===== src/verilog/tsq_pkg.sv =====
// tsq_pkg: constants and types of the trigger sequencer step decoder
package tsq_pkg;

   // step command opcodes (4-bit command field)
   localparam logic [3:0] TSQ_OP_WAIT_HIGH = 4'h4;
   localparam logic [3:0] TSQ_OP_WAIT_LOW = 4'h5;
   localparam logic [3:0] TSQ_OP_RAISE_IRQ = 4'h7;
   localparam logic [3:0] TSQ_OP_PULSE_TRIG = 4'h8;

   // option field layout
   localparam int TSQ_OPT_W = 5;
   localparam int TSQ_OPT4_MSB = 3;
   localparam int TSQ_TRIG_N = 32;
   localparam int TSQ_IRQ_N = 4;
   localparam int TSQ_SRC_N = 16;

   // wait source codes
   localparam logic [3:0] TSQ_SRC_PWM_SPECIAL = 4'h0;
   localparam logic [3:0] TSQ_SRC_PWM_SYNC = 4'h1;
   localparam logic [3:0] TSQ_SRC_PWM_GEN1 = 4'h2;
   localparam logic [3:0] TSQ_SRC_PWM_GEN3 = 4'h4;
   localparam logic [3:0] TSQ_SRC_RSVD_A = 4'h5;
   localparam logic [3:0] TSQ_SRC_RSVD_B = 4'h6;
   localparam logic [3:0] TSQ_SRC_OUTPUT_COMPARE_ONE = 4'h7;
   localparam logic [3:0] TSQ_SRC_OUTPUT_COMPARE_TWO = 4'h8;
   localparam logic [3:0] TSQ_SRC_INPUT_CAPTURE_ONE = 4'h9;
   localparam logic [3:0] TSQ_SRC_COMPARATOR_ONE = 4'hA;
   localparam logic [3:0] TSQ_SRC_COMPARATOR_FOUR = 4'hD;
   localparam logic [3:0] TSQ_SRC_ADC_DONE = 4'hE;
   localparam logic [3:0] TSQ_SRC_EXTERNAL_INTERRUPT_TWO = 4'hF;

   // highest valid interrupt option
   localparam logic [3:0] TSQ_IRQ_OPT_MAX = 4'h3;

   // register offsets
   localparam logic [7:0] TSQ_REG_CTRL = 8'h00;
   localparam logic [7:0] TSQ_REG_STATUS = 8'h04;
   localparam logic [7:0] TSQ_REG_MASK = 8'h08;
   localparam logic [7:0] TSQ_REG_STATE = 8'h0C;

   // status / mask bit positions
   localparam int TSQ_EV_DONE = 0;
   localparam int TSQ_EV_NOP = 1;
   localparam int TSQ_EV_IRQ = 2;
   localparam int TSQ_EV_TRIG = 3;
   localparam int TSQ_EV_N = 4;

   // control bit positions
   localparam int TSQ_CTRL_EN = 0;

   // state register field positions
   localparam int TSQ_ST_BUSY = 0;
   localparam int TSQ_ST_POL = 1;
   localparam int TSQ_ST_SEL_LSB = 4;

   // reset values
   localparam logic TSQ_CTRL_EN_RST = 1'b0;
   localparam logic [3:0] TSQ_MASK_RST = 4'h0;

   // step command as carried on the command port
   typedef struct packed {
      logic [3:0] opcode;
      logic [TSQ_OPT_W-1:0] option;
   } tsq_cmd_t;

   // register bus request
   typedef struct packed {
      logic [7:0] addr;
      logic [31:0] wdata;
      logic wr;
      logic rd;
   } tsq_bus_t;

   typedef enum logic [1:0] {
      TSQ_IDLE = 2'b01,
      TSQ_WAIT = 2'b10
   } tsq_state_t;

endpackage : tsq_pkg


===== src/verilog/tsq_wait_select.sv =====
// tsq_wait_select: picks the awaited trigger source level for a wait step
`timescale 1ns/1ps
module tsq_wait_select #(
   parameter bit HAS_MC_PWM = 1'b1
) (
   // selection
   input wire logic [3:0] sel,
   input wire logic [tsq_pkg::TSQ_SRC_N-1:0] src_in,
   // result
   output logic level,
   output logic present
);
   import tsq_pkg::*;

   always_comb
   begin
      level = src_in[sel];
      present = 1'b1;
      if (sel == TSQ_SRC_RSVD_A || sel == TSQ_SRC_RSVD_B)
      begin
         present = 1'b0;
      end
      else if (sel <= TSQ_SRC_PWM_GEN3)
      begin
         // pwm sources exist only with the motor-control pwm
         present = HAS_MC_PWM;
      end
      if (!present)
      begin
         level = 1'b0;
      end
   end

endmodule : tsq_wait_select


===== src/verilog/tsq_step_decode.sv =====
// tsq_step_decode: option decoder and executor for trigger sequencer step commands
// How it works
// - wait steps decode option bits 3:0; 0000 awaits the pwm special event.
// - wait option 0001 awaits the pwm master time base sync output.
// - wait option 1110 awaits the analog converter conversion-done interrupt.
// - interrupt step options 0000..0011 raise sequencer interrupts 0..3; rest reserved.
// - reserved commands or options still execute but act as a no-op step.
// - trigger step decodes 5-bit option selecting trigger output 0..31.
// - pwm wait sources 0000..0100 exist only on motor-control pwm variants.
//
// Decided for this implementation: the register offsets and the strobed register port.
`timescale 1ns/1ps
module tsq_step_decode #(
   parameter bit HAS_MC_PWM = 1'b1
) (
   // clock and reset
   input wire logic sys_clk,
   input wire logic arst_n,
   input wire logic clk_en,
   // step command port
   input wire logic cmd_valid,
   input wire tsq_pkg::tsq_cmd_t cmd,
   output logic cmd_ready,
   output logic cmd_done,
   // trigger sources and consumers
   input wire logic [tsq_pkg::TSQ_SRC_N-1:0] src_in,
   output logic [tsq_pkg::TSQ_IRQ_N-1:0] seq_irq,
   output logic [tsq_pkg::TSQ_TRIG_N-1:0] trig_out,
   // register port
   input wire tsq_pkg::tsq_bus_t bus,
   output logic [31:0] rdata,
   // interrupt
   output logic irq
);
   import tsq_pkg::*;

   typedef struct packed {
      tsq_state_t state;
      logic [3:0] wait_sel;
      logic wait_pol;
      logic ready;
      logic done;
      logic [TSQ_IRQ_N-1:0] seq_irq;
      logic [TSQ_TRIG_N-1:0] trig;
      logic ctrl_en;
      logic [TSQ_EV_N-1:0] status;
      logic [TSQ_EV_N-1:0] mask;
      logic [31:0] rdata;
      logic irq;
   } tsq_regs_t;

   tsq_regs_t r;
   tsq_regs_t next_r;

   logic src_level;
   logic src_present;
   logic [TSQ_EV_N-1:0] ev_set;
   logic [TSQ_EV_N-1:0] ev_clr;
   logic [TSQ_EV_N-1:0] next_status;
   logic [TSQ_TRIG_N-1:0] irq_onehot;
   logic [TSQ_TRIG_N-1:0] trig_onehot;
   logic status_nop_q;

   // one-hot decode shared by the interrupt and trigger steps
   function automatic logic [TSQ_TRIG_N-1:0] tsq_onehot(input logic [TSQ_OPT_W-1:0] idx);
      logic [TSQ_TRIG_N-1:0] v;
      v = '0;
      v[idx] = 1'b1;
      return v;
   endfunction : tsq_onehot

   // option bit 4 is ignored by the interrupt step, so it never reaches the decode
   assign irq_onehot = tsq_onehot({1'b0, cmd.option[TSQ_OPT4_MSB:0]});
   assign trig_onehot = tsq_onehot(cmd.option);

   // while waiting, the selector watches the stored wait source, so the option need not stay stable
   tsq_wait_select #(
      .HAS_MC_PWM(HAS_MC_PWM)
   ) u_sel (
      .sel(r.state == TSQ_WAIT ? r.wait_sel : cmd.option[TSQ_OPT4_MSB:0]),
      .src_in(src_in),
      .level(src_level),
      .present(src_present)
   );

   always_comb
   begin
      next_r = r;
      ev_set = '0;
      ev_clr = '0;
      next_r.done = 1'b0;
      next_r.seq_irq = '0;
      next_r.trig = '0;
      next_r.rdata = '0;

      case (r.state)
         TSQ_IDLE:
         begin
            if (cmd_valid && r.ready)
            begin
               if (cmd.opcode == TSQ_OP_WAIT_HIGH || cmd.opcode == TSQ_OP_WAIT_LOW)
               begin
                  if (src_present)
                  begin
                     next_r.state = TSQ_WAIT;
                     next_r.ready = 1'b0;
                     next_r.wait_sel = cmd.option[TSQ_OPT4_MSB:0];
                     next_r.wait_pol = (cmd.opcode == TSQ_OP_WAIT_HIGH);
                  end
                  else
                  begin
                     // absent or reserved source completes at once with no effect
                     next_r.done = 1'b1;
                     ev_set[TSQ_EV_NOP] = 1'b1;
                     ev_set[TSQ_EV_DONE] = 1'b1;
                  end
               end
               else if (cmd.opcode == TSQ_OP_RAISE_IRQ)
               begin
                  next_r.done = 1'b1;
                  ev_set[TSQ_EV_DONE] = 1'b1;
                  if (cmd.option[TSQ_OPT4_MSB:0] <= TSQ_IRQ_OPT_MAX)
                  begin
                     next_r.seq_irq = irq_onehot[TSQ_IRQ_N-1:0];
                     ev_set[TSQ_EV_IRQ] = 1'b1;
                  end
                  else
                  begin
                     ev_set[TSQ_EV_NOP] = 1'b1;
                  end
               end
               else if (cmd.opcode == TSQ_OP_PULSE_TRIG)
               begin
                  next_r.done = 1'b1;
                  next_r.trig = trig_onehot;
                  ev_set[TSQ_EV_TRIG] = 1'b1;
                  ev_set[TSQ_EV_DONE] = 1'b1;
               end
               else
               begin
                  next_r.done = 1'b1;
                  ev_set[TSQ_EV_NOP] = 1'b1;
                  ev_set[TSQ_EV_DONE] = 1'b1;
               end
            end
         end
         TSQ_WAIT:
         begin
            // level-sensitive wait; cleared enable aborts so software can recover
            if (src_level == r.wait_pol || !r.ctrl_en)
            begin
               next_r.state = TSQ_IDLE;
               next_r.ready = r.ctrl_en;
               next_r.done = 1'b1;
               ev_set[TSQ_EV_DONE] = 1'b1;
            end
         end
         default:
         begin
            next_r.state = TSQ_IDLE;
            next_r.ready = 1'b0;
         end
      endcase

      // register writes
      if (bus.wr)
      begin
         if (bus.addr == TSQ_REG_CTRL)
         begin
            next_r.ctrl_en = bus.wdata[TSQ_CTRL_EN];
         end
         else if (bus.addr == TSQ_REG_STATUS)
         begin
            ev_clr = bus.wdata[TSQ_EV_N-1:0];
         end
         else if (bus.addr == TSQ_REG_MASK)
         begin
            next_r.mask = bus.wdata[TSQ_EV_N-1:0];
         end
      end

      if (next_r.state == TSQ_IDLE)
      begin
         next_r.ready = next_r.ctrl_en;
      end

      // a new event wins over a write-one-to-clear in the same cycle
      next_status = (r.status & ~ev_clr) | ev_set;
      next_r.status = next_status;
      next_r.irq = |(next_status & next_r.mask);

      // register reads, data in the following cycle
      if (bus.rd)
      begin
         if (bus.addr == TSQ_REG_CTRL)
         begin
            next_r.rdata[TSQ_CTRL_EN] = r.ctrl_en;
         end
         else if (bus.addr == TSQ_REG_STATUS)
         begin
            next_r.rdata[TSQ_EV_N-1:0] = r.status;
         end
         else if (bus.addr == TSQ_REG_MASK)
         begin
            next_r.rdata[TSQ_EV_N-1:0] = r.mask;
         end
         else if (bus.addr == TSQ_REG_STATE)
         begin
            next_r.rdata[TSQ_ST_BUSY] = (r.state == TSQ_WAIT);
            next_r.rdata[TSQ_ST_POL] = r.wait_pol;
            next_r.rdata[TSQ_ST_SEL_LSB +: 4] = r.wait_sel;
         end
      end
   end

   always_ff @(posedge sys_clk or negedge arst_n)
   begin
      if (!arst_n)
      begin
         r.state <= TSQ_IDLE;
         r.wait_sel <= 4'h0;
         r.wait_pol <= 1'b0;
         r.ready <= 1'b0;
         r.done <= 1'b0;
         r.seq_irq <= '0;
         r.trig <= '0;
         r.ctrl_en <= TSQ_CTRL_EN_RST;
         r.status <= '0;
         r.mask <= TSQ_MASK_RST;
         r.rdata <= 32'h0000_0000;
         r.irq <= 1'b0;
      end
      else if (clk_en)
      begin
         r <= next_r;
      end
   end

   assign cmd_ready = r.ready;
   assign cmd_done = r.done;
   assign seq_irq = r.seq_irq;
   assign trig_out = r.trig;
   assign rdata = r.rdata;
   assign irq = r.irq;

   assign status_nop_q = r.status[TSQ_EV_NOP];
endmodule : tsq_step_decode


===== config.mk =====
export PLATFORM = sky130hd
export DESIGN_NAME = tsq_step_decode
export DESIGN_NICKNAME = d
export VERILOG_FILES = /design/src/verilog/tsq_pkg.sv /design/src/verilog/tsq_wait_select.sv /design/src/verilog/tsq_step_decode.sv
export SDC_FILE = /design/constraint.sdc
export NUM_CORES = 1
export LEC_CHECK = 0
export ABC_AREA = 1
export BUFFER_PORTS_ARGS = -buffer_cell sky130_fd_sc_hd__buf_2
export CORE_UTILIZATION = 54
export DETAILED_ROUTE_END_ITERATION = 16
export MAX_ROUTING_LAYER = met4
export PLACE_DENSITY = 0.93
export RECOVER_POWER = 50
export SLEW_MARGIN = 20
export SYNTH_ARGS = -nofsm -noshare
export SYNTH_HDL_FRONTEND = slang
export SYNTH_SLANG_ARGS = --single-unit

===== constraint.sdc =====
create_clock -name sys_clk -period 6 [get_ports sys_clk]
set_clock_uncertainty 0.2 [all_clocks]
set_input_delay 0.3 -clock sys_clk [delete_from_list [all_inputs] [get_ports sys_clk]]
set_output_delay 0.3 -clock sys_clk [all_outputs]
set_load 0.03 [all_outputs]

==> results of run 1 <==
through the flow:
stage | cell area (um^2) | std cells | setup slack [ns] | util, % | hold WS [ns]
after floorplan | 3960 | 506 | 3.61 | - | -0.196
after global placement | 3990 | 616 | 3.08 | 58.0 | 0.255
after detailed placement | 3990 | 616 | 3.00 | 58.0 | 0.268
after CTS | 4200 | 634 | 2.93 | 61.2 | 0.0109
after global routing | 4140 | 634 | 1.45 | 60.3 | 0.0331
final | 4140 | 634 | 2.23 | 60.3 | 0.0216
metal layers:
layer | up-vias | part of all wire [%] | track usage, %
li1 | 1589 | - | -
met1 | 1608 | 40 | 31.4
met2 | 185 | 49 | 42.4
met3 | 30 | 7.9 | 6.86
met4 | 0 | 2.6 | 9.70
met5 | - | 0 | -
worst paths after layout:
kind,start,endpoint,cells after the start
hold / removal,cmd[4],trig_out[3]$_DFFE_PN0P_,2
hold reg to reg,trig_out[17]$_DFFE_PN0P_,trig_out[17]$_DFFE_PN0P_,2
max in group sys_clk,r[85]$_DFFE_PN1P_,cmd_ready$_DFFE_PN0P_,21
setup reg to reg,r[85]$_DFFE_PN1P_,cmd_ready$_DFFE_PN0P_,21
min in group asynchronous,arst_n,trig_out[21]$_DFFE_PN0P_,3
setup / recovery,arst_n,r[41]$_DFFE_PN0P_,3
final cells by class:
| class | count | share of cell area, % |
|---|---|---|
| clock buffer | 11 | 3.41 |
| tap | 96 | 2.90 |
| multi-input combinational | 308 | 39.0 |
| sequential | 63 | 38.1 |
| clock inverter | 5 | 1.36 |
| timing repair buffer | 92 | 9.91 |
| inverter | 59 | 5.35 |
synth_stat cells (all sizes together):
library cell / n
o21ai: 62
conb: 1
clkinv: 1
o22ai: 1
a211oi: 1
buf: 69
a22o: 1
nand3: 29
o41ai: 1
o31ai: 2
nand2: 132
clkbuf: 7
o221ai: 1
o21a: 1
o2111ai: 1
or2: 1
ha: 3
a32o: 9
inv: 58
dfstp: 1
dfrtp: 62
a21oi: 6
mux2i: 1
nand4: 3
nor3: 10
nor4: 3
nor2: 13
nand3b: 3
what timing repair did:
item | CTS | global route
resized for setup | 0 | 0
endpoints found under the hold margin | 63 | 0
hold buffers | 2 | 0
worst register-to-register path, stage by stage (launching register included):
cell and delay, ns:
dfstp_2 0.40, inv_1 0.09, ha_1 0.61, inv_1 0.25, nand2_4 0.20, nand2_8 0.08
nand2_1 0.06, nand3_1 0.06, nand2_1 0.09, nand2_1 0.06, nand2_1 0.07, inv_1 0.04
nand2_2 0.09, nand3_2 0.11, nand3_2 0.10, nand2_2 0.08, nand2_4 0.11, nand2_2 0.06
nand2_1 0.08, nand2_1 0.06, nand2_1 0.07, nand2_1 0.05
kinds of logic after synthesis:
logic type | synth area share (%)
AO/OA/AOI/OAI | 13.8
adder cells (fa/ha/maj) | 0.969
buffers and inverters | 19.9
flip-flops | 40.7
multiplexers | 0.258
other | 0.0968
AND/OR/NAND/NOR | 24.3
registers in the layout (all words and copies together), names as in the netlist:
signal and cells:
trig_out 32, seq_irq 4, irq 1, cmd_done 1, rdata 8, r 16, cmd_ready 1
power groups by stage:
| stage | clock (uW) | combinational, uW | sequential [uW] |
|---|---|---|---|
| after detailed placement | 0 | 158 | 458 |
| final | 375 | 162 | 451 |
| after global routing | 391 | 179 | 453 |
| after CTS | 378 | 161 | 451 |
| after global placement | 0 | 153 | 458 |
| after floorplan | 0 | 120 | 461 |
==> run_results.csv, run 1 <==
group,metric,value,unit
synthesis,synth_area,3870,um^2
floorplanning,io_pins,142,
global_routing,grt_pass1_vias,3168,
clock_tree,htreeDepth,3,
worst_setup_path,crit_chain,"dlygate4sd3_1 > buf_2 > clkbuf_1",
synthesis,syn_inst,483,
worst_setup_path,crit_type,"input port to async pin",
synthesis,synth_cell_types,40,
finish,diodes,0,
synthesis,synth_seq_area_share,40.7,%
timing,finalHoldViolCount,0,
worst_setup_path,path_buf_inv,3,
timing,rsz0062_at_grt,"no",
timing,timing.final.crit_share,62.8,%
power_and_ir_drop,p_leak,0.00200,uW
status,status,"finished, violations left",
power_and_ir_drop,power_frac_comb,16.4,%
finish,drive_gt1_share,18.2,%
clock_tree,clk_latency,0.35,ns
detailed_routing,drt_iter0_markers,202,
worst_setup_path,cpPeakStageDelay,2.32,ns
worst_setup_path,critPathTopFamily,"buffers and inverters",
power_and_ir_drop,seq_power_share,45.6,%
worst_setup_path,worst_setup_path_start_kind,"input port",
detailed_routing,dr.pass1.iters,5,
finish,mostFrequentLayoutCells,"114 x nand2_1, 62 x dfrtp_1, 56 x o21ai_0",
worst_setup_path,cp_slowest_cell,"clkbuf_1",
global_routing,grt_util_all_layers,26.1,%
synthesis,synth_top_area_share,40.0,%
worst_setup_path,crit_fanout,63,
detailed_routing,via_per_inst,5.38,
floorplanning,dieArea,7520,um^2
floorplanning,rows,30,
timing,max_freq,0.265,GHz
timing,slew_headroom,-122,%
clock_tree,cts_buffers,9,
power_and_ir_drop,p_total,988,uW
timing,min_period,3.77,ns
power_and_ir_drop,swShare,30.1,%
synthesis,syn-mean-instance-area,8.02,um^2
finish,syn2layout_area_growth,6.88,%
clock_tree,cts_num_sinks,63,
timing,drv_slew,64,
worst_hold_path,hold_class,"input port to flip-flop",
synthesis,ys_top_cells_by_area,"dfrtp_1 40%, buf_4 13%, nand2_1 11%",
floorplanning,initial_core_util,56.4,%
power_and_ir_drop,power_density,239,nW/um^2
flow_run,drv_cap,1,
power_and_ir_drop,cell_internal_pwr,691,uW
finish,final_nets,607,
timing,setup_violations,0,
detailed_routing,vias,3412,
placed_design,io_buffer_count,89,
clock_tree,clockRootBuffer,"clkbuf_8",
timing,worst_slew_pin_slew,3.33,ns
detailed_routing,wl_per_cell,14.3,um
clock_tree,clockBufferDepth,2,
global_routing,grt_pass1_wl,14600,um
synthesis,yosysTopAreaCell,"dfrtp_1",
timing,tns,0,ns
power_and_ir_drop,p_switching,298,uW
clock_tree,tritoncts,"done",
worst_setup_path,end_kind,"async pin",
status,violations,"max-capacitance violations, max-slew violations",
detailed_routing,drc,0,
worst_setup_path,worstPathRequired,5.52,ns
clock_tree,cts_setup_buffers,0,
clock_tree,clkSlewWorstSetupHoldPaths,0.07,ns
floorplanning,coreArea,6870,um^2
floorplanning,fp.dieW,86.7,um
worst_setup_path,cp_data_arrival_time,3.29,ns
worst_setup_path,r2r_slack,2.90,ns
floorplanning,die_height,86.7,um
synthesis,synth_seq_cells,63,
placed_design,place_hpwl,6490,um
finish,layout_commonest_cell,"nand2_1",
detailed_routing,ant_nets,0,
finish,filler_cell_count,615,
finish,multi_input_area,1610,um^2
detailed_routing,wl,9060,um
power_and_ir_drop,vdd_drop_max,0.183,mV
placed_design,gp_congestion,0.895,
finish,regArea,1580,um^2
synthesis,synth_warnings,0,
power_and_ir_drop,clkPwrFrac,38.0,%
global_routing,antenna_found_initial,0,
global_routing,grt_max_degree,64,
global_routing,overflow,0,
(Power assumes the default switching activity.)
==> run 2: changes to the inputs <==
Settings changed: CORE_UTILIZATION 54 to 50, PLACE_DENSITY 0.93 to 0.88.
Clock period 6 ns to 3.8 ns, I/O delays scaled along.
==> run_results.csv, run 2 (same netlist as run 1, synthesis figures left out) <==
group,metric,value,unit
status,status,"complete, no violations",
clock_tree,cts_setup_buffers,0,
clock_tree,clkSlewWorstSetupHoldPaths,0.07,ns
clock_tree,cts_num_sinks,63,
finish,layout_commonest_cell,"nand2_1",
power_and_ir_drop,clkPwrFrac,37.7,%
timing,worst_slew_pin_slew,1.46,ns
placed_design,place_hpwl,6650,um
power_and_ir_drop,p_total,1560,uW
clock_tree,cts_resized,0,
finish,regArea,1580,um^2
floorplanning,coreArea,7370,um^2
power_and_ir_drop,power_frac_comb,16.5,%
clock_tree,clockRootBuffer,"clkbuf_8",
placed_design,placed_area,4000,um^2
detailed_routing,drc,0,
worst_setup_path,end_kind,"flip-flop",
floorplanning,rows,31,
finish,finish.utilization,56.8,%
finish,multi_input_area,1600,um^2
worst_setup_path,timing.rr.start,"r[85]$_DFFE_PN1P_",
worst_setup_path,path_buf_inv,2,
power_and_ir_drop,p_switching,462,uW
timing,max_freq,0.335,GHz
finish,filler_cell_count,706,
timing,slew_headroom,2.93,%
timing,holdWs,0.0202,ns
global_routing,grt_max_degree,56,
worst_setup_path,crit_chain,"inv_1 > ha_1 > inv_1 > nand2_4 > nand2_8 > nand2_1 > nand3_1 > nand3_1 > nand3_2 > nand2_2 > nand2_2 > nand2_4 > nand3_2 > nand2_2 > nand2_2 > nand2_2 > a21oi_1 > nand2_1 > nand2_1",
global_routing,overflow,0,
floorplanning,dieArea,8110,um^2
clock_tree,htreeDepth,3,
worst_setup_path,crit_type,"flip-flop to flip-flop",
detailed_routing,dr.pass1.iters,5,
worst_hold_path,hold_depth,3,
finish,largest_reg_flops,32,
detailed_routing,wl,8970,um
power_and_ir_drop,vdd_drop_max,0.225,mV
detailed_routing,ant_nets,0,
finish,diodes,0,
global_routing,grt_pass1_wl,14900,um
floorplanning,die_height,90.0,um
finish,mostFrequentLayoutCells,"114 x nand2_1, 62 x dfrtp_1, 56 x o21ai_0",
power_and_ir_drop,swShare,29.7,%
clock_tree,cts_buffers,9,
timing,rsz0062_at_grt,"no",
timing,timing.final.crit_share,78.7,%
timing,setup_violations,0,
timing,drv_slew,0,
worst_setup_path,cp_slowest_cell,"ha_1",
clock_tree,clk_latency,0.35,ns
worst_hold_path,hold_class,"input port to flip-flop",
power_and_ir_drop,p_leak,0.00202,uW
timing,min_period,2.99,ns
worst_setup_path,rr_worst_depth,19,
worst_hold_path,hp-start,"cmd[2]",
timing,tns,0,ns
finish,syn2layout_area_growth,8.07,%
worst_setup_path,cpPeakStageDelay,0.59,ns
finish,drive_gt1_share,18.0,%
finish,design_area,4190,um^2
floorplanning,fp.dieW,90.0,um
finish,final_nets,613,
detailed_routing,via_per_inst,5.19,
worst_setup_path,worst_setup_path_start_kind,"flip-flop",
detailed_routing,vias,3335,
worst_setup_path,critical_path_depth,19,
power_and_ir_drop,power_density,372,nW/um^2
worst_setup_path,crit_fanout,11,
global_routing,grt_util_all_layers,23.6,%
worst_setup_path,worstPathRequired,3.84,ns
floorplanning,io_pins,142,
timing,finalHoldViolCount,0,
clock_tree,clockBufferDepth,2,
worst_setup_path,critPathTopFamily,"simple AND/OR/NAND/NOR gates",
clock_tree,tritoncts,"done",
global_routing,antenna_found_initial,0,
placed_design,gp_congestion,0.863,
detailed_routing,drt_iter0_markers,256,
placed_design,io_buffer_count,89,
power_and_ir_drop,seq_power_share,45.8,%
worst_setup_path,crit_start,"r[85]$_DFFE_PN1P_",
detailed_routing,wl_per_cell,14.0,um
floorplanning,initial_core_util,52.6,%
global_routing,grt_pass1_vias,3179,
flow_run,drv_cap,0,
power_and_ir_drop,cell_internal_pwr,1090,uW
worst_setup_path,crit_top_cell,"nand2_2",
worst_setup_path,cp_data_arrival_time,3.03,ns
## run 2: path summary, 6_finish.rpt
check                                      endpoint  slack (ns)
max in group asynchronous         r[86]$_DFFE_PN0P_        1.29
max                           cmd_ready$_DFFE_PN0P_        0.81
min in group asynchronous  trig_out[30]$_DFFE_PN0P_        0.51
min reg2reg                trig_out[26]$_DFFE_PN0P_        0.29
max reg2reg                   cmd_ready$_DFFE_PN0P_        0.81
min                               r[83]$_DFFE_PN0P_        0.02
## run 2: metrics by stage
| stage | setup slack, ns | cells |
|---|---|---|
| 3_3_place_gp | 0.881 | 620 |
| 3_5_place_dp | 0.840 | 620 |
| 5_1_grt | 0.554 | 643 |
| 4_1_cts | 0.822 | 643 |
| 2_1_floorplan | 1.41 | 506 |
| 6_report | 0.811 | 643 |
## run 2: area by class of cell
type	count	share of cell area [%]
flip-flops and latches	63	37.7
multi-input cells	308	38.2
well taps	99	2.96
clock buffers	11	3.38
clock inverters	5	1.34
repair buffers	98	11.2
inverters	59	5.29
## run 2: worst register-to-register path, delay by kind of cell (launching register included)
family | cells | cell delay, ns
simple gates | 15 | 1.28
fa+ha+maj | 1 | 0.59
flops | 1 | 0.39
buf+inv | 2 | 0.35
compound gates | 1 | 0.06
## run 2: power groups by stage
stage | clock network [uW] | logic [uW] | registers (uW)
floorplan | 0 | 190 | 728
global placement | 0 | 243 | 723
detailed placement | 0 | 249 | 725
CTS | 596 | 257 | 712
global route | 628 | 284 | 715
finish | 587 | 256 | 713
## run 2: per-layer routing
| layer | part of all wire, % | GRT usage (%) | wire, um | vias to the layer above |
|---|---|---|---|---|
| li1 | - | - | - | 1593 |
| met1 | 42 | 27.9 | 3730 | 1568 |
| met2 | 49 | 39.6 | 4430 | 151 |
| met3 | 6.8 | 6.35 | 613 | 23 |
| met4 | 2.2 | 6.85 | 201 | 0 |
| met5 | 0 | - | 0 | - |
## run 2: repair_timing
| item | 4_1_cts | 5_1_grt |
|---|---|---|
| hold endpoints to repair | 33 | 0 |
| endpoints found under the setup margin | 0 | 0 |
| hold buffers | 7 | 0 |
